File: config.mk
export PLATFORM = sky130hd
export DESIGN_NAME = dtisc_top
export DESIGN_NICKNAME = d
export VERILOG_FILES = /design/src/rtl/dtisc_pkg.sv /design/src/rtl/dtisc_deadtime_gen.sv /design/src/rtl/dtisc_top.sv
export SDC_FILE = /design/constraint.sdc
export NUM_CORES = 1
export LEC_CHECK = 0
export ABC_AREA = 1
export BUFFER_PORTS_ARGS = -buffer_cell sky130_fd_sc_hd__buf_2
export CORE_UTILIZATION = 45
export CTS_CLUSTER_SIZE = 24
export DETAILED_ROUTE_END_ITERATION = 10
export PLACE_DENSITY = 0.71
export SYNTH_ARGS = -nofsm -noshare
export SYNTH_HDL_FRONTEND = slang
export SYNTH_SLANG_ARGS = --single-unit
File: constraint.sdc
create_clock -name ref_clk_i -period 1.7 [get_ports ref_clk_i]
set_input_delay 0.085 -clock ref_clk_i [delete_from_list [all_inputs] [get_ports ref_clk_i]]
set_output_delay 0.085 -clock ref_clk_i [all_outputs]
set_load 0.1 [all_outputs]
File: src/rtl/dtisc_pkg.sv
// Package for the dead-time and idle-state control block
`default_nettype none

package dtisc_pkg;

    // ********************************************
    // Register indices (byte address = 4 * index)
    // ********************************************
    localparam logic [7:0] IDX_COUNTER_CONTROL_ONE = 8'h00;
    localparam logic [7:0] IDX_DEADTIME_SETUP      = 8'h1e;
    localparam logic [7:0] IDX_OUTPUT_IDLE_LEVELS  = 8'h1f;
    localparam logic [7:0] IDX_OUTPUT_GATE_CTRL    = 8'h20;
    localparam logic [7:0] IDX_CHANNEL_ENABLES     = 8'h21;
    localparam logic [7:0] IDX_OUTPUT_STATUS       = 8'h22;

    // ********************************************
    // Reset values and field positions
    // ********************************************
    localparam logic [7:0] RST_COUNTER_CONTROL_ONE = 8'h00;
    localparam logic [7:0] RST_DEADTIME_SETUP      = 8'h00;
    localparam logic [7:0] RST_OUTPUT_IDLE_LEVELS  = 8'h00;
    localparam logic [7:0] RST_CHANNEL_ENABLES     = 8'h00;
    localparam int         POS_MAIN_OUTPUT_GATE    = 7;
    localparam int         POS_LOCK_HI             = 1;
    localparam int         POS_LOCK_LO             = 0;
    localparam logic [1:0] LOCK_OFF                = 2'h0;

    // ********************************************
    // Dead-time ranges and prescaler
    // ********************************************
    localparam int         DT_W          = 11;
    localparam logic [6:0] DT_BASE_64    = 7'h40;
    localparam logic [6:0] DT_BASE_32    = 7'h20;
    localparam logic [3:0] PSC_RELOAD    = 4'h1;

    // Idle level register layout, bit 7 reserved
    typedef struct packed {
        logic reserved;
        logic idle_level_ch4_main;
        logic idle_level_ch3_comp;
        logic idle_level_ch3_main;
        logic idle_level_ch2_comp;
        logic idle_level_ch2_main;
        logic idle_level_ch1_comp;
        logic idle_level_ch1_main;
    } dtisc_idle_t;

    // Main and complementary level of one channel
    typedef struct packed {
        logic main;
        logic comp;
    } dtisc_pair_t;

    // Dead time in prescaled clock periods from the 8-bit setting
    function automatic logic [DT_W-1:0] deadtime_length(
        input logic [7:0] setup
    );
        logic [DT_W-1:0] len;
        len = '0;
        if (!setup[7]) begin
            len = {3'h0, setup};
        end else if (!setup[6]) begin
            len = {3'h0, DT_BASE_64 + {1'b0, setup[5:0]}, 1'b0};
        end else if (!setup[5]) begin
            len = {2'h0, DT_BASE_32[5:0] + {1'b0, setup[4:0]}, 3'h0};
        end else begin
            len = {1'b0, DT_BASE_32[5:0] + {1'b0, setup[4:0]}, 4'h0};
        end
        return len;
    endfunction : deadtime_length

endpackage : dtisc_pkg

`default_nettype wire

File: src/rtl/dtisc_deadtime_gen.sv
// One channel of dead-time insertion for a main/complementary pair
`default_nettype none

module dtisc_deadtime_gen
    import dtisc_pkg::*;
(
    // Clock and reset
    input  wire logic              ref_clk_i,
    input  wire logic              rst_i,
    // Timing
    input  wire logic              psc_tick_i,
    input  wire logic [DT_W-1:0]   dt_len_i,
    // Levels
    input  wire dtisc_pair_t       want_i,
    output var  dtisc_pair_t       pair_o
);

    dtisc_pair_t      want_q;
    logic [DT_W-1:0]  cnt_q;

    // ********************************************
    // Change tracking and dead-time counter
    // ********************************************
    always_ff @(posedge ref_clk_i) begin
        if (rst_i) begin
            want_q <= '0;
            cnt_q  <= '0;
        end else if (want_i != want_q) begin
            want_q <= want_i;
            cnt_q  <= dt_len_i;
        end else if (cnt_q != '0 && psc_tick_i) begin
            cnt_q  <= cnt_q - 1'b1;
        end
    end

    // ********************************************
    // Output levels
    // ********************************************
    // Falling edges pass at once, rising edges wait out the dead time,
    // so main and comp are never high together on a complementary swap.
    always_ff @(posedge ref_clk_i) begin
        if (rst_i) begin
            pair_o <= '0;
        end else if (want_i != want_q) begin
            if (dt_len_i == '0) begin
                pair_o <= want_i;
            end else begin
                pair_o <= want_i & pair_o;
            end
        end else if (cnt_q == '0 || (cnt_q == DT_W'(1) && psc_tick_i)) begin
            pair_o <= want_q;
        end
    end

endmodule : dtisc_deadtime_gen

`default_nettype wire

File: src/rtl/dtisc_top.sv
// Dead-time insertion and output idle-state control with APB registers
`default_nettype none

// Contract
// - Dead time counted in prescaled clock periods
// - Top bit 0: setting times one period
// - Top bits 10: 64 plus low six, times two
// - Top bits 110: 32 plus low five, times eight
// - Top bits 111: 32 plus low five, times sixteen
// - Dead-time writes ignored under lock levels 1-3
// - Gate off: comp outputs idle after dead time
// - Gate off: main outputs idle, dead time if paired
// - Idle bits: pairs in 0-5, channel four bit 6
// - Idle-level writes ignored under lock levels 1-3
// - Idle register top bit always reads zero
// - Gate 0 forces idle; gate 1 follows enables
// - Lock level written once, frozen until reset
module dtisc_top
    import dtisc_pkg::*;
(
    // Clock and reset
    input  wire logic        ref_clk_i,
    input  wire logic        rst_i,
    // APB slave
    input  wire logic        psel_i,
    input  wire logic        penable_i,
    input  wire logic        pwrite_i,
    input  wire logic [11:0] paddr_i,
    input  wire logic [31:0] pwdata_i,
    output logic      [31:0] prdata_o,
    output logic             pready_o,
    output logic             pslverr_o,
    // Reference waveforms from the compare logic
    input  wire logic [3:0]  ref_wave_i,
    // Power stage outputs
    output logic      [3:0]  ch_main_out_o,
    output logic      [2:0]  ch_comp_out_o
);

    // ********************************************
    // Registers
    // ********************************************
    logic [7:0]       counter_control_one_q;
    logic [7:0]       deadtime_setup_q;
    dtisc_idle_t      output_idle_levels_q;
    logic             main_output_gate_q;
    logic [1:0]       lock_level_q;
    logic             lock_done_q;
    logic [6:0]       channel_enables_q;
    logic [3:0]       psc_cnt_q;
    logic             psc_tick_q;
    logic             ch4_main_q;
    logic [DT_W-1:0]  dt_len;
    dtisc_pair_t      want   [3];
    dtisc_pair_t      pair   [3];
    logic [7:0]       idle_bits;

    // ********************************************
    // APB decode
    // ********************************************
    logic        setup_ph;
    logic        wr_acc;
    logic [7:0]  idx;
    logic        idx_ok;
    logic [7:0]  rd_val;
    logic [7:0]  status_val;

    assign setup_ph  = psel_i && !penable_i;
    assign wr_acc    = psel_i && penable_i && pready_o && pwrite_i
                       && !pslverr_o;
    assign idx       = paddr_i[9:2];
    assign idle_bits = output_idle_levels_q;
    assign status_val = {lock_done_q, ch4_main_q,
                         pair[2].main, pair[1].main, pair[0].main,
                         pair[2].comp, pair[1].comp, pair[0].comp};

    always_comb begin
        idx_ok = 1'b1;
        rd_val = 8'h00;
        if (paddr_i[11:10] != 2'h0 || paddr_i[1:0] != 2'h0) begin
            idx_ok = 1'b0;
        end else if (idx == IDX_COUNTER_CONTROL_ONE) begin
            rd_val = counter_control_one_q;
        end else if (idx == IDX_DEADTIME_SETUP) begin
            rd_val = deadtime_setup_q;
        end else if (idx == IDX_OUTPUT_IDLE_LEVELS) begin
            rd_val = {1'b0, idle_bits[6:0]};
        end else if (idx == IDX_OUTPUT_GATE_CTRL) begin
            rd_val = {main_output_gate_q, 5'h00, lock_level_q};
        end else if (idx == IDX_CHANNEL_ENABLES) begin
            rd_val = {1'b0, channel_enables_q};
        end else if (idx == IDX_OUTPUT_STATUS) begin
            rd_val = status_val;
        end else begin
            idx_ok = 1'b0;
        end
    end

    // Answer prepared in setup, so the access phase has no wait state
    always_ff @(posedge ref_clk_i) begin
        if (rst_i) begin
            pready_o  <= 1'b0;
            pslverr_o <= 1'b0;
            prdata_o  <= 32'h0000_0000;
        end else if (setup_ph) begin
            pready_o  <= 1'b1;
            pslverr_o <= !idx_ok;
            prdata_o  <= {24'h00_0000, rd_val};
        end else begin
            pready_o  <= 1'b0;
            pslverr_o <= 1'b0;
        end
    end

    // ********************************************
    // Register writes
    // ********************************************
    always_ff @(posedge ref_clk_i) begin
        if (rst_i) begin
            counter_control_one_q <= RST_COUNTER_CONTROL_ONE;
        end else if (wr_acc && idx == IDX_COUNTER_CONTROL_ONE) begin
            counter_control_one_q <= pwdata_i[7:0];
        end
    end

    always_ff @(posedge ref_clk_i) begin
        if (rst_i) begin
            deadtime_setup_q <= RST_DEADTIME_SETUP;
        end else if (wr_acc && idx == IDX_DEADTIME_SETUP
                     && lock_level_q == LOCK_OFF) begin
            deadtime_setup_q <= pwdata_i[7:0];
        end
    end

    always_ff @(posedge ref_clk_i) begin
        if (rst_i) begin
            output_idle_levels_q <= RST_OUTPUT_IDLE_LEVELS;
        end else if (wr_acc && idx == IDX_OUTPUT_IDLE_LEVELS
                     && lock_level_q == LOCK_OFF) begin
            output_idle_levels_q <= {1'b0, pwdata_i[6:0]};
        end
    end

    // Gate stays writable; the lock field takes only the first write
    always_ff @(posedge ref_clk_i) begin
        if (rst_i) begin
            main_output_gate_q <= 1'b0;
            lock_level_q       <= LOCK_OFF;
            lock_done_q        <= 1'b0;
        end else if (wr_acc && idx == IDX_OUTPUT_GATE_CTRL) begin
            main_output_gate_q <= pwdata_i[POS_MAIN_OUTPUT_GATE];
            lock_done_q        <= 1'b1;
            if (!lock_done_q) begin
                lock_level_q <= pwdata_i[POS_LOCK_HI:POS_LOCK_LO];
            end
        end
    end

    always_ff @(posedge ref_clk_i) begin
        if (rst_i) begin
            channel_enables_q <= RST_CHANNEL_ENABLES[6:0];
        end else if (wr_acc && idx == IDX_CHANNEL_ENABLES) begin
            channel_enables_q <= pwdata_i[6:0];
        end
    end

    // ********************************************
    // Prescaled clock enable
    // ********************************************
    always_ff @(posedge ref_clk_i) begin
        if (rst_i) begin
            psc_cnt_q  <= PSC_RELOAD;
            psc_tick_q <= 1'b0;
        end else if (psc_cnt_q == 4'h0) begin
            psc_cnt_q  <= PSC_RELOAD;
            psc_tick_q <= 1'b1;
        end else begin
            psc_cnt_q  <= psc_cnt_q - 4'h1;
            psc_tick_q <= 1'b0;
        end
    end

    // Range select on the top bits of the setting
    assign dt_len = deadtime_length(deadtime_setup_q);

    // ********************************************
    // Paired channels 1 to 3
    // ********************************************
    genvar g;
    generate
        for (g = 0; g < 3; g++) begin : g_pair
            always_comb begin
                if (main_output_gate_q) begin
                    want[g].main = ref_wave_i[g]
                                   && channel_enables_q[2*g];
                    want[g].comp = !ref_wave_i[g]
                                   && channel_enables_q[2*g+1];
                end else begin
                    want[g].main = idle_bits[2*g];
                    want[g].comp = idle_bits[2*g+1];
                end
            end

            dtisc_deadtime_gen u_dtgen (
                .ref_clk_i  (ref_clk_i),
                .rst_i      (rst_i),
                .psc_tick_i (psc_tick_q),
                .dt_len_i   (dt_len),
                .want_i     (want[g]),
                .pair_o     (pair[g])
            );

            assign ch_main_out_o[g] = pair[g].main;
            assign ch_comp_out_o[g] = pair[g].comp;
        end
    endgenerate

    // ********************************************
    // Channel 4, no complementary output
    // ********************************************
    // Nothing to overlap with, so the idle level applies at once
    always_ff @(posedge ref_clk_i) begin
        if (rst_i) begin
            ch4_main_q <= 1'b0;
        end else if (main_output_gate_q) begin
            ch4_main_q <= ref_wave_i[3] && channel_enables_q[6];
        end else begin
            ch4_main_q <= idle_bits[6];
        end
    end

    assign ch_main_out_o[3] = ch4_main_q;

endmodule : dtisc_top

`default_nettype wire

==> impl_metrics.yaml <==
power:
  design_power_mw: 9.77
  vdd.ir_drop.worst_v: 0.000591
  total_leakage_power_nw: 3.19
  power_density_mw_per_mm2: 1450
routing:
  wirelength_mm: 14.5
  wl_per_cell_um: 12.7
  drt_iter0_markers: 397
  first_pass_iters: 5
  drc: 0
  viasPerCell: 4.92
  ant_nets: 0
  dr_total_vias: 5636
clock_tree:
  clkLatencyLatePin_ns: 0.35
  tritoncts_clock_tree: "done"
  htree_num_levels: 3
  cts-buffers-inserted: 9
  clock_transition_at_the_register_clock_pins_on_the_worst_setup_and_hold_paths_after_cts_ns: 0.07
  clock_sink_count: 95
  clock_path_buffers: 2
  root_buffer: "clkbuf_16"
critical_path:
  arrival_ns: 1.85
  data_required_time_of_the_worst_path_ns: 1.94
  timing.critical_path.to_type: "flip-flop"
  worst-path-max-fanout: 5
  start_kind: "flip-flop"
  critPathKind: "flip-flop to flip-flop"
yosys:
  post_synth_inst_count: 895
  post_synth_arst_share_pct: 0
  post_synthesis_cell_type_with_the_largest_combined_area: "dfxtp_1"
  netlist_top_cells_area: "dfxtp_1, nand2_1, nor2_1"
  syn_avg_cell_area_um2: 6.44
  number_of_distinct_library_cells_after_synthesis: 46
  synthesis.yosys.warnings: 0
  synth_largest_type_area_fraction_pct: 33.0
  synth-seq-cells: 95
  post_synth_design_cell_area_mm2: 0.00577
  synth_edf_count: 0
  dominantRegCellSynth: "dfxtp_1"
  synth.yosys.seq_area_share_pct: 33.0
floorplan:
  die-width_um: 115
  coreArea_mm2: 0.0123
  die-height_um: 115
  die_area_mm2: 0.0133
  initial_utilization_pct: 47.0
  core.rowCount: 40
  boundaryPins: 94
placement:
  hpwl_mm: 10.9
  dp_cells: 1122
  routabilityCongestion: 0.881
  port_buffers: 45
  detailed_place.area_mm2: 0.00627
outcome:
  status: "completed"
sta:
  report.final.slew_viol_count: 0
  final_count_of_negative_setup_slack_endpoints: 0
  post-route-period-util_pct: 95.1
  max_slew.worst_pin.slew_ns: 0.555
  timing.clock.skew_ns: 0.00722
  timing.final.hold_violations: 0
  post-route-min-period_ns: 1.62
  unrepaired_setup_endpoints_after_global_routing: "true"
  fin_tns_setup_ns: 0
  max-slew-margin-rel_pct: 63.0
  max_freq_mhz: 619
run:
  drv_cap: 0
layout:
  most_common_cell_after_layout_fill_and_taps_aside: "nand2_1"
  final_cell_area_mm2: 0.00674
  final_cell_count_no_fill: 1145
  insertedDiodeCount: 0
  mostFrequentLayoutCells: "nand2_1, nor2_1, inv_1, dfxtp_1, o21ai_0"
  final_nets: 1035
  final_layout_size_suffix_gt1_share_pct: 17.7
  area.growth.synth_to_final_pct: 16.8
hold_path:
  type_of_the_most_critical_hold_path: "input port to flip-flop"
global_route:
  globalRoute.totalOverflow: 0
  grt_max_degree: 47
  grt_use_total_pct: 23.2
  first_pass_grt_wire_length_mm: 24.1
  number_of_antenna_violations_at_the_first_check_in_global_routing: 0
  number_of_global_route_vias_before_repair: 5009
-- layout make-up --
type	instances	area [µm²]
clock buffers	9	225
clock inverters	7	67.6
fillers	1225	5530
inverters	109	417
multi-input cells	665	3310
flip-flops and latches	95	1910
well taps	168	210
repair buffers	92	597
-- cells by family after synthesis --
logic type | after synthesis | share of synthesized area (%)
compound gates | 144 | 13.8
xor+xnor | 22 | 3.73
fa+ha+maj | 10 | 2.17
buf+inv | 158 | 13.0
flops | 95 | 33.0
other cells | 1 | 0.0650
simple gates | 465 | 34.2
-- per-stage QoR --
stage	utilization, %	setup WS (ns)	hold WS (ns)
3_3_place_gp	51.1	0.0634	0.343
3_5_place_dp	51.1	0.0261	0.347
2_1_floorplan	-	0.0184	0.220
5_1_grt	54.9	-0.0279	0.0434
4_1_cts	53.6	0.000315	0.00597
6_report	54.9	0.0832	0.0166
-- critical path, cell delays in order (launching register included) --
cell and delay, ns:
dfxtp_2 0.37, buf_4 0.17, nand3_2 0.10, o21ai_4 0.13
xor2_1 0.23, buf_4 0.14, o21ai_0 0.09, a21oi_1 0.19
nor2_1 0.08
-- worst paths after layout --
check,startpoint,end,slack [ns],cells after the start
hold reg to reg,psc_cnt_q[0],psc_cnt_q[0],0.45,1
hold / removal,paddr_i[0],pslverr_o,0.02,3
setup reg to reg,main_output_gate_q,g_pair[0].u_dtgen.pair_o[0],0.08,8
setup / recovery,main_output_gate_q,g_pair[0].u_dtgen.pair_o[0],0.08,8
-- timing repair --
| item | CTS | global route |
|---|---|---|
| endpoints found under the hold margin | 1 | 0 |
| buffers inserted | 0 | 6 |
| hold buffers | 1 | 0 |
| endpoints found under the setup margin | 0 | 40 |
| resized for setup | 0 | 38 |
-- power breakdown --
part	switching [mW]	internal, mW
logic	3.06	1.99
clock network	0.952	1.02
registers	0.233	2.51
total	4.24	5.53
-- flip-flops by register name, indices dropped and copies added, names as in the netlist, 2 cells and up --
register	cells
g_pair.u_dtgen.cnt_q	33
counter_control_one_q	8
deadtime_setup_q	8
prdata_o	8
channel_enables_q	7
idle_bits	7
g_pair.u_dtgen.pair_o	6
g_pair.u_dtgen.want_q	6
psc_cnt_q	4
lock_level_q	2
-- layer usage --
metal | vias to the layer above | GRT usage [%] | part of all wire [%]
li1 | 2956 | - | -
met1 | 2517 | 31.4 | 47
met2 | 142 | 37.5 | 46
met3 | 21 | 4.43 | 4.7
met4 | 0 | 7.01 | 1.7
met5 | - | 0 | 0
-- synth_stat cells, drive strengths merged, types with 7 or more instances --
cell / number
nand2: 213
nor2: 159
inv: 108
dfxtp: 95
o21ai: 73
nand3: 63
a21oi: 49
buf: 40
xor2: 18
nor3: 15
ha: 10
clkbuf: 8
nand4: 7
Power figures use the tool's default switching activity.
